$ cat src/design/tcch_pkg.sv
// Purpose: shared constants for the tag custom command handler
// Assumes: 40 MHz system clock
// Notes:   reply and command codes, prolog layout, timing counts
package tcch_pkg;
  // select-answer interface bytes
  localparam logic [3:0] TCCH_GUARD_IDX    = 4'h0;
  localparam logic [5:0] TCCH_OPT_UPPER    = 6'h00;
  localparam logic [1:0] TCCH_OPT_CID_NAD  = 2'h2;
  // prolog byte layout
  localparam int         TCCH_PCB_CID_BIT  = 3;
  localparam logic [7:0] TCCH_PCB_MASK     = 8'hf7;
  localparam logic [7:0] TCCH_PCB_VALUE    = 8'h55;
  // information field codes
  localparam logic [7:0] TCCH_CMD_WAKE     = 8'h01;
  localparam logic [7:0] TCCH_CMD_READ     = 8'h02;
  localparam logic [7:0] TCCH_CMD_WRITE    = 8'h04;
  localparam logic [7:0] TCCH_ST_OK        = 8'h90;
  localparam logic [7:0] TCCH_ST_ERR       = 8'h61;
  // word array geometry
  localparam int         TCCH_WORDS        = 32;
  localparam logic [3:0] TCCH_MAX_READ     = 4'h8;
  // programming delay
  localparam int         TCCH_CLK_HZ       = 40000000;
  localparam int         TCCH_PROG_US      = 8000;
  localparam int         TCCH_PROG_CYC     =
    (TCCH_CLK_HZ / 1000000) * TCCH_PROG_US;
endpackage

$ cat src/design/tcch_skid.sv
// Purpose: two-entry byte buffer between reply builder and framer
// Assumes: single clock, synchronous active-high reset
// Notes:   ready toward source only depends on occupancy
`timescale 1ns/1ps
`default_nettype none
module tcch_skid
  import tcch_pkg::*;
#(
  parameter int W = 9
) (
  // clock and reset
  input  wire logic         sys_clk_in,
  input  wire logic         rst_in,
  // fill side
  input  wire logic         in_valid_in,
  input  wire logic [W-1:0] in_data_in,
  output logic              in_ready_out,
  // drain side
  output logic              out_valid_out,
  output logic [W-1:0]      out_data_out,
  input  wire logic         out_ready_in
);
  typedef struct packed {
    logic [1:0][W-1:0] mem;
    logic [1:0]        cnt;
  } tcch_skid_t;
  tcch_skid_t st, next_st;
  logic push, pop;

  // handshake terms
  assign in_ready_out  = (st.cnt != 2'h2);
  assign out_valid_out = (st.cnt != 2'h0);
  assign out_data_out  = st.mem[0];
  assign push = in_valid_in && in_ready_out;
  assign pop  = out_valid_out && out_ready_in;

  // shift-register fifo, head at entry 0
  always_comb begin
    next_st = st;
    if (pop) begin
      next_st.mem[0] = st.mem[1];
    end
    if (push) begin
      if (st.cnt == 2'h0 || (st.cnt == 2'h1 && pop)) begin
        next_st.mem[0] = in_data_in;
      end else begin
        next_st.mem[1] = in_data_in;
      end
    end
    next_st.cnt = st.cnt + {1'b0, push} - {1'b0, pop};
  end

  always_ff @(posedge sys_clk_in) begin
    if (rst_in) begin
      st <= '0;
    end else begin
      st <= next_st;
    end
  end
endmodule
`default_nettype wire

$ cat src/design/tcch_top.sv
// Purpose: custom command decode and reply for a contactless tag
// Assumes: framer delivers deframed, crc-checked block bytes
// Notes:   reply bytes carry a last flag; crc appended by the framer
// Function
// - frame-timing byte is wait index over four zero guard bits.
// - option byte is six zeros, identifier supported, node address not.
// - blocks are control byte, optional identifier, data, two crc bytes.
// - control byte must match fixed pattern; bit 3 flags identifier byte.
// - wake command 01h is echoed and pulses the wake interrupt.
// - word address is address byte shifted right by one.
// - read request is 02h, first address, word count.
// - good read replies 90h then four to thirty-two data bytes.
// - counts above eight are clipped to eight words.
// - read-locked words return zeros.
// - addresses past the array end return zeros.
// - read starting beyond the array replies just 61h.
// - write request is 04h, address, four data bytes.
// - each write is answered with one status byte.
// - power check by dummy program; failure skips write, replies error.
// - real programming delays the write reply by about 8 ms.
`timescale 1ns/1ps
`default_nettype none
module tcch_top
  import tcch_pkg::*;
#(
  parameter int PROG_CYC = TCCH_PROG_CYC
) (
  // clock and reset
  input  wire logic       sys_clk_in,
  input  wire logic       rst_in,
  // configuration
  input  wire logic [3:0] fwi_in,
  output logic [7:0]      tb1_out,
  output logic [7:0]      tc1_out,
  // received block bytes, last byte flagged, crc removed
  input  wire logic       rx_valid_in,
  input  wire logic [7:0] rx_data_in,
  input  wire logic       rx_last_in,
  output logic            rx_ready_out,
  // reply bytes toward framer, crc added there
  output logic            tx_valid_out,
  output logic [7:0]      tx_data_out,
  output logic            tx_last_out,
  input  wire logic       tx_ready_in,
  // word array port
  output logic [4:0]      mem_addr_out,
  input  wire logic [31:0] mem_rdata_in,
  input  wire logic       mem_rlock_in,
  output logic            mem_prog_out,
  output logic            mem_dummy_out,
  output logic [31:0]     mem_wdata_out,
  input  wire logic       mem_done_in,
  input  wire logic       mem_pwr_ok_in,
  // host side
  output logic            wake_irq_out
);
  typedef enum {S_RX, S_DEC, S_PCB, S_CID, S_CMD, S_RD_HDR, S_RD_DAT,
                S_CHK, S_PROG, S_WAIT, S_ONE, S_DROP} tcch_state_t;
  typedef struct packed {
    tcch_state_t state;
    logic [7:0][7:0] buf_b;
    logic [3:0]  nrx;
    logic        ovf;
    logic [7:0]  pcb;
    logic [7:0]  one;
    logic [5:0]  waddr;
    logic [3:0]  left;
    logic [1:0]  bidx;
    logic [31:0] word;
    logic [22:0] tmr;
    logic        wake;
    logic        prog;
    logic        dummy;
  } tcch_st_t;
  tcch_st_t st, next_st;

  logic       q_valid, q_ready, q_last;
  logic [7:0] q_data;
  logic [3:0] inf0;

  // select-answer bytes, wait index from fwi_in, rest fixed
  assign tb1_out = {fwi_in, TCCH_GUARD_IDX};
  assign tc1_out = {TCCH_OPT_UPPER, TCCH_OPT_CID_NAD};

  // word array drive
  assign mem_addr_out  = st.waddr[4:0];
  assign mem_wdata_out = {st.buf_b[6], st.buf_b[5], st.buf_b[4],
                          st.buf_b[3]};
  assign mem_prog_out  = st.prog;
  assign mem_dummy_out = st.dummy;
  assign wake_irq_out  = st.wake;
  assign rx_ready_out  = (st.state == S_RX);

  // information field starts after prolog
  assign inf0 = st.pcb[TCCH_PCB_CID_BIT] ? 4'h2 : 4'h1;

  // main sequencer
  always_comb begin
    next_st = st;
    next_st.wake  = 1'b0;
    q_valid = 1'b0;
    q_data  = 8'h00;
    q_last  = 1'b0;
    case (st.state)
      S_RX: begin
        if (rx_valid_in) begin
          if (st.nrx == 4'h8) begin
            next_st.ovf = 1'b1;
          end else begin
            next_st.buf_b[st.nrx[2:0]] = rx_data_in;
            next_st.nrx = st.nrx + 4'h1;
          end
          if (rx_last_in) begin
            next_st.state = S_DEC;
          end
        end
      end
      S_DEC: begin
        next_st.pcb = st.buf_b[0];
        if ((st.buf_b[0] & TCCH_PCB_MASK) != TCCH_PCB_VALUE) begin
          next_st.state = S_DROP;
        end else begin
          next_st.state = S_PCB;
        end
      end
      S_PCB: begin
        // reply prolog echoes request control byte
        q_valid = 1'b1;
        q_data  = st.pcb;
        if (q_ready) begin
          next_st.state = st.pcb[TCCH_PCB_CID_BIT] ? S_CID : S_CMD;
        end
      end
      S_CID: begin
        q_valid = 1'b1;
        q_data  = st.buf_b[1];
        if (q_ready) begin
          next_st.state = S_CMD;
        end
      end
      S_CMD: begin
        next_st.waddr = {1'b0, st.buf_b[inf0 + 4'h1][7:3]} |
                        {st.buf_b[inf0 + 4'h1][7:6] != 2'h0, 5'h00};
        next_st.waddr[4:0] = st.buf_b[inf0 + 4'h1][5:1];
        next_st.one = TCCH_ST_ERR;
        next_st.state = S_ONE;
        if (st.ovf) begin
          next_st.state = S_ONE;
        end else if (st.buf_b[inf0] == TCCH_CMD_WAKE &&
                     st.nrx == inf0 + 4'h1) begin
          next_st.one  = TCCH_CMD_WAKE;
          next_st.wake = 1'b1;
        end else if (st.buf_b[inf0] == TCCH_CMD_READ &&
                     st.nrx == inf0 + 4'h3) begin
          // start addresses beyond array end, or zero count, give error only
          if (st.buf_b[inf0 + 4'h1][7:6] == 2'h0 &&
              st.buf_b[inf0 + 4'h2] != 8'h00) begin
            next_st.state = S_RD_HDR;
            next_st.left  = (st.buf_b[inf0 + 4'h2] > 8'h08) ?
                            TCCH_MAX_READ :
                            st.buf_b[inf0 + 4'h2][3:0];
          end
        end else if (st.buf_b[inf0] == TCCH_CMD_WRITE &&
                     st.nrx == inf0 + 4'h6 && inf0 == 4'h1 &&
                     st.buf_b[inf0 + 4'h1][7:6] == 2'h0) begin
          next_st.dummy = 1'b1;
          next_st.state = S_CHK;
        end
      end
      S_RD_HDR: begin
        q_valid = 1'b1;
        q_data  = TCCH_ST_OK;
        next_st.bidx = 2'h0;
        if (q_ready) begin
          next_st.state = S_RD_DAT;
        end
      end
      S_RD_DAT: begin
        // zero for locked or absent words
        q_valid = 1'b1;
        q_data  = (st.waddr[5] || mem_rlock_in) ? 8'h00 :
                  mem_rdata_in[8*st.bidx +: 8];
        q_last  = (st.bidx == 2'h3) && (st.left == 4'h1);
        if (q_ready) begin
          next_st.bidx = st.bidx + 2'h1;
          if (st.bidx == 2'h3) begin
            next_st.waddr = st.waddr + 6'h01;
            next_st.left  = st.left - 4'h1;
            if (st.left == 4'h1) begin
              next_st.state = S_RX;
              next_st.nrx   = 4'h0;
            end
          end
        end
      end
      S_CHK: begin
        if (mem_done_in) begin
          next_st.dummy = 1'b0;
          if (mem_pwr_ok_in) begin
            next_st.prog  = 1'b1;
            next_st.tmr   = 23'(PROG_CYC);
            next_st.state = S_PROG;
          end else begin
            next_st.one   = TCCH_ST_ERR;
            next_st.state = S_ONE;
          end
        end
      end
      S_PROG: begin
        // hold reply for the full programming time
        next_st.prog = 1'b0;
        next_st.state = S_WAIT;
      end
      S_WAIT: begin
        next_st.tmr = st.tmr - 23'h1;
        if (st.tmr == 23'h1) begin
          next_st.one   = TCCH_ST_OK;
          next_st.state = S_ONE;
        end
      end
      S_ONE: begin
        q_valid = 1'b1;
        q_data  = st.one;
        q_last  = 1'b1;
        if (q_ready) begin
          next_st.state = S_RX;
          next_st.nrx   = 4'h0;
          next_st.ovf   = 1'b0;
        end
      end
      S_DROP: begin
        next_st.state = S_RX;
        next_st.nrx   = 4'h0;
        next_st.ovf   = 1'b0;
      end
      default: begin
        next_st.state = S_RX;
      end
    endcase
  end

  always_ff @(posedge sys_clk_in) begin
    if (rst_in) begin
      st <= '0;
      st.state <= S_RX;
    end else begin
      st <= next_st;
    end
  end

  // reply buffer toward framer
  tcch_skid #(.W(9)) u_skid (
    .sys_clk_in    (sys_clk_in),
    .rst_in        (rst_in),
    .in_valid_in   (q_valid),
    .in_data_in    ({q_last, q_data}),
    .in_ready_out  (q_ready),
    .out_valid_out (tx_valid_out),
    .out_data_out  ({tx_last_out, tx_data_out}),
    .out_ready_in  (tx_ready_in)
  );
endmodule
`default_nettype wire

$ cat config.mk
export PLATFORM = sky130hd
export DESIGN_NAME = tcch_top
export DESIGN_NICKNAME = d
export VERILOG_FILES = /design/src/design/tcch_pkg.sv /design/src/design/tcch_skid.sv /design/src/design/tcch_top.sv
export SDC_FILE = /design/constraint.sdc
export NUM_CORES = 1
export LEC_CHECK = 0
export ABC_AREA = 1
export BUFFER_PORTS_ARGS = -buffer_cell sky130_fd_sc_hd__buf_2
export CORE_AREA = 3 3 139 141
export DETAILED_ROUTE_END_ITERATION = 12
export DIE_AREA = 0 0 142 144
export GPL_TIMING_DRIVEN = 0
export SKIP_CTS_REPAIR_TIMING = 1
export SYNTH_ARGS = -nofsm -noshare
export SYNTH_HDL_FRONTEND = slang
export SYNTH_SLANG_ARGS = --single-unit
$ cat constraint.sdc
create_clock -name sys_clk_in -period 2.2 [get_ports sys_clk_in]
set_clock_uncertainty 0.1 [all_clocks]
set_input_delay 0 -clock sys_clk_in [delete_from_list [all_inputs] [get_ports sys_clk_in]]
set_output_delay 0 -clock sys_clk_in [all_outputs]
set_load 0.01 [all_outputs]
==> impl_results.md, run 1 <==
* Count of cell types in the netlist at between 40 and 50
* Row count at 49
* I/O pin count at ~120
* Core footprint at approximately 0.018 mm²
* Tot Pwr at 8.68 mW
* Count leader, synth: nand2_1
* CTS clk-pin slew, worst paths at 0.07 ns
* Relative max-transition margin at 53.0%
* Largest net degree at the start of global routing at 17
* Clock sink count at 134
* Synth cell count leaders: nand2_1, dfxtp_1, nor2_1
* Worst slew pin tran at 0.705 ns
* Sequential share of the synthesized area at 37.1%
* Hold Vio Cnt, Final at 9
* Via count at 7132
* Synth top area cells: dfxtp_1, nand2_1, o21ai_0, nor2_1, buf_4
* Gr ovfl total at 0
* DIE HEIGHT at 144 µm
* Worst-Skew Late Latency at 0.43 ns
* Global-route wire length before repair at 33700 µm
* CTS H-tree lvls at 4
* DR DRC count at 0
* Pins Over Slew Limit at 0
* Top_reg_cell synth: dfxtp_1
* Leading area contributor after synthesis: dfxtp_1
* Endpoints failing setup at 0
* Failing checks: negative hold slack
* CP endpoint kind: flip-flop
* All-Layer GR Usage at 20.8%
* Fin Hold WS at -0.0435 ns
* Worst endpoint required time at 2.47 ns
* Max VDD drop at 0.653 mV
* Vias/cell at 4.97
* Crit Path Category: flip-flop to flip-flop
* Fin crit share at roughly 94%
* CTS Buf Count at 17
* Mapped Avg Cell Area at around 6.9 µm²
* Worst-case clock buffer depth at 2
* Worst Path Max Fanout at 10
* Ys Warns at 0
* Pwr/cell area at 981 mW/mm²
* DRT Pass-1 Iters at 6
* DIE AREA at about 0.020 mm²
* Initial Utilization at 39.9%
* Outcome: finished with violations
* Gpl congestion at 0.930
* DIE WIDTH at about 140 µm
* Fraction of layout cells with a size suffix above 1 at 22.1%
* Synth top area share at 37.1%
* TritonCTS clock tree: yes
* DP Wirelength at 16200 µm
* Final min period at 2.07 ns
* Layout Nets at 1255
* Buffers on Ports at approximately 100
* P&R area growth vs syn at 22.5%
* Max Fclk at 482 MHz
* Asr flop ratio synth at 0%
* Root buffer cell: clkbuf_16
* Drt initial violations at 501
* N_diodes at 0
* Initial antenna violation count at 0
* Hold Path Class: primary input to flip-flop
* Drt total wl at roughly 21000 µm
* Post-synth EDFFs at 0
* Startpoint types: flip-flop
* Vias in the first global route at 6502
* R2r setup slk at 0.13 ns
* FF+latch count, synth at 134
* LEAKAGE at 4.15 nW
* Crit path DAT at 2.35 ns
* Max-cap violations at 0
* RSZ-0062 raised after global routing: no
* Post-route ant nets at 0
* Post-synthesis instance area at 0.00722 mm²
* Drt wl/cell at 14.9 µm
* Post-Synthesis Cells at 1047
## sequential cells by signal, summed over array words and instances (netlist names)
register             flops
wake_irq_out             1
st                      74
u_skid.st               11
mem_prog_out             1
mem_wdata_out           32
mem_dummy_out            1
mem_addr_out             5
u_skid.out_data_out      9
## cell usage in the layout (no fill, tap or decap), drive strengths merged, types with 18 or more instances in the layout
cell,Yosys,final
a211oi,21,21
a21oi,92,92
buf,75,180
clkbuf,20,39
dfxtp,134,134
inv,128,138
nand2,178,178
nand3,42,42
nor2,145,145
nor3,18,18
o21ai,118,118
## path summary, 6_finish.rpt
check                            startpoint                                end  cells past startpoint
max                     st[87]$_SDFFE_PP0P_     mem_wdata_out[31]$_SDFFE_PP0P_                     10
min                            mem_rlock_in  u_skid.out_data_out[7]$_SDFF_PP0_                      6
max reg2reg             st[87]$_SDFFE_PP0P_     mem_wdata_out[31]$_SDFFE_PP0P_                     10
min reg2reg  mem_wdata_out[21]$_SDFFE_PP0P_     mem_wdata_out[21]$_SDFFE_PP0P_                      2
## per-layer routing
metal | track usage, % | part of all wire, % | up-vias
met5 | 0 | 0 | -
met4 | 6.06 | 1.2 | 0
met3 | 3.67 | 4.6 | 19
met2 | 34.6 | 48 | 180
met1 | 27.8 | 47 | 3273
li1 | - | - | 3660
## where the power goes
part	switching [mW]	total [mW]	internal [mW]
logic	1.73	2.73	1.00
registers	0.293	3.09	2.79
clock network	1.25	2.86	1.61
total	3.28	8.68	5.40
## through the flow
| stage | std cells | area (µm²) | utilization [%] | setup TNS, ns | worst slack, ns |
|---|---|---|---|---|---|
| 6_report | 1435 | 8850 | 48.9 | 0 | 0.126 |
| 5_1_grt | 1435 | 8850 | 48.9 | 0 | 0.00212 |
| 4_1_cts | 1419 | 8630 | 47.7 | -0.395 | -0.0692 |
| 3_5_place_dp | 1387 | 8050 | 44.5 | -0.178 | -0.0370 |
| 3_3_place_gp | 1387 | 8050 | 44.5 | -0.266 | -0.0497 |
| 2_1_floorplan | 1057 | 7260 | - | 0 | 0.279 |
## cell type report
type / instances / area [µm²]
Tap cell: 229 / 287
Inverter: 129 / 492
Multi-Input combinational cell: 699 / 3520
Clock buffer: 17 / 425
Timing Repair Buffer: 118 / 658
Fill cell: 1816 / 9240
Buffer: 94 / 618
Sequential cell: 134 / 2690
Clock inverter: 15 / 155
## cells by family (layout without fill, tap and decap cells)
logic type,Yosys count,after routing,share of synthesized area [%]
buffers and inverters,224,373,15.2
and+or+nand+nor,404,404,24.6
adders and majority gates,10,10,1.73
other,2,12,0.104
xor gates and xnor gates,10,10,1.21
DFF,134,134,37.1
AOI/OAI and AO/OA,263,263,20.1
## worst max-delay path: stages, from the launching register on
cell        delay (ns)
dfxtp_4           0.40
clkinvlp_4        0.11
ha_1              0.20
nand2_1           0.12
nor2_4            0.07
nor2_2            0.15
nand2_2           0.11
nor2_2            0.29
buf_4             0.23
o21ai_0           0.08
a21oi_1           0.15
Note: power is estimated with default switching activity, not from simulation.
==> inputs of run 2 (changes only) <==
Settings changed: BUFFER_PORTS_ARGS -buffer_cell sky130_fd_sc_hd__buf_2 to default, DONT_BUFFER_PORTS from default to 1.
==> run 2 against run 1 <==
Net effect:
- the flow still finishes with violations (negative hold slack)
- design area fell by 4.9%
- critical path depth shrank 1
- register-to-register slack barely moved
- setup slack got worse by 0.0060 ns
- final cell count down 6.6%
- non-clock buffer count fell by 94
- total power is 0.29% lower
- core utilization down 2.4 points
- die area is the same
- combinational power decreased by 4%
- via count fell by 5.0%
- critical path type unchanged
==> impl_results.md, run 2 (same netlist as run 1, synthesis figures left out) <==
* Relative max-transition margin at 49.7%
* Largest stage delay, worst path at 0.36 ns
* Root buffer cell: clkbuf_16
* Via count at 6773
* CP max stage cell: dfxtp_1
* Worst path cell trace: inv_2 -> nand2_2 -> nor2_4 -> nand2_4 -> nor3_4 -> nand3_2 -> buf_2 -> o21ai_1 -> a21oi_1
* Buffers on Ports at 0
* Fin Hold WS at -0.0777 ns
* Worst path bufs/invs at 2
* TritonCTS clock tree: yes
* Outcome: finished with violations
* Gpl congestion at 0.927
* Commonest cells after routing, fill and taps aside: nand2_1, nor2_1, dfxtp_1
* CP endpoint kind: flip-flop
* Crit Path Category: flip-flop to flip-flop
* Cell family with most CP delay: simple AND/OR/NAND/NOR gates
* Initial antenna violation count at 0
* Worst Path Max Fanout at 10
* Drt initial violations at 471
* DP Wirelength at around 16000 µm
* N_diodes at 0
* Max VDD drop at 0.615 mV
* CTS clk-pin slew, worst paths at approximately 0.060 ns
* Crit path DAT at 2.29 ns
* Post-route ant nets at 0
* Max-cap violations at 0
* Worst-case clock buffer depth at 2
* All-Layer GR Usage at roughly 20%
* Commonest non-fill, non-tap cell in the layout: nand2_1
* Fraction of layout cells with a size suffix above 1 at approximately 14%
* Register with the most flip-flops: st
* Gr ovfl total at 0
* Fin crit share at 94.6%
* DIE WIDTH at 142 µm
* Tot Pwr at 8.65 mW
* I/O pin count at roughly 120
* CTS Buf Count at 17
* Hold Vio Cnt, Final at 7
* Largest net degree at the start of global routing at 17
* Max Fclk at 481 MHz
* Worst endpoint required time at 2.41 ns
* Pins Over Slew Limit at 0
* DRT Pass-1 Iters at 4
* Initial Utilization at between 30 and 40%
* Global-route wire length before repair at ~33000 µm
* CTS H-tree lvls at 4
* Row count at a little under 50
* Comb pwr share at 30.2%
* LEAKAGE at 3.72 nW
* Endpoints failing setup at 0
* Drt wl/cell at 15.7 µm
* DR DRC count at 0
* Fillers at 1864
* P&R area growth vs syn at 16.5%
* Drt total wl at about 21000 µm
* Seq pwr share at between 30% and 40%
* Vias/cell at slightly above 5
* Switch share at 36.1%
* Hold Path Class: primary input to flip-flop
* Switch Pwr at 3.13 mW
* Max FFs per register at between 70 and 80
* DIE AREA at 0.0204 mm²
* Pwr/cell area at approximately 1000 mW/mm²
* Worst slew pin tran at 0.755 ns
* Core footprint at 0.0181 mm²
* Clock sink count at between 100 and 150
* Final min period at 2.08 ns
* Startpoint types: flip-flop
* Vias in the first global route at 6312
* P_int at 5.53 mW
* Clock power share at 34.3%
* DIE HEIGHT at ~140 µm
* Layout Nets at 1161
* Failing checks: negative hold slack
* Worst-Skew Late Latency at between 0.4 and 0.5 ns
-- run 2: cell types whose count changed in the layout (fill, tap and decap cells not counted), sizes merged, moves of 2 or more --
cell	delta
buf	-102
bufinv	+2
clkinv	+6
clkinvlp	-2
dlygate4sd3	+8
inv	-7
-- run 2: power by group through the flow --
stage / combinational, mW / clock (mW) / sequential (mW)
2_1_floorplan: 1.96 / 0 / 3.03
3_3_place_gp: 2.48 / 0 / 3.11
3_5_place_dp: 2.50 / 0 / 3.11
4_1_cts: 2.51 / 3.00 / 3.06
5_1_grt: 2.97 / 3.12 / 3.11
6_report: 2.61 / 2.97 / 3.07
-- run 2: through the flow --
stage	setup slack [ns]	utilization (%)	cells	setup TNS, ns	instance area (µm²)
after floorplan	0.279	-	1057	0	7260
after global placement	-0.109	41.7	1286	-0.629	7550
after detailed placement	-0.0914	41.7	1286	-0.334	7550
after CTS	-0.120	45.1	1318	-0.707	8160
after global routing	-0.0179	46.5	1341	-0.0384	8420
final	0.120	46.5	1341	0	8420
-- run 2: per-layer routing --
layer  share of wire [%]  vias to the layer above  wire length [µm]  track usage, %
li1                    -                     3480                 -               -
met1                  46                     3090              9750            26.5
met2                  47                      175              9910            33.8
met3                 5.1                       28              1070            4.76
met4                 1.7                        0               353            6.77
met5                   0                        -                 0               0
-- run 2: layout make-up --
type	count	area [µm²]	share of cell area [%]
inverter	129	484	5.75
buffer	94	613	7.28
timing repair buffer	24	225	2.68
multi-input combinational	699	3510	41.7
sequential	134	2690	31.9
clock inverter	14	174	2.07
tap	229	287	3.40
clock buffer	18	439	5.22
-- run 2: worst reg2reg max path, delay by kind of cell (launching register included) --
kind / cells / cell delay (ns)
simple gates: 5 / 0.99
compound gates: 2 / 0.21
buf+inv: 2 / 0.31
flops: 1 / 0.36
-- run 2: path summary, 6_finish.rpt --
kind	from	endpoint	slack, ns	depth (start not counted)
max	st[157]$_SDFFE_PP0P_	st[104]$_SDFFE_PP0P_	0.12	9
min	mem_rdata_in[6]	u_skid.out_data_out[6]$_SDFF_PP0_	-0.08	6
max reg2reg	st[157]$_SDFFE_PP0P_	st[104]$_SDFFE_PP0P_	0.12	9
min reg2reg	mem_wdata_out[21]$_SDFFE_PP0P_	mem_wdata_out[21]$_SDFFE_PP0P_	0.35	2
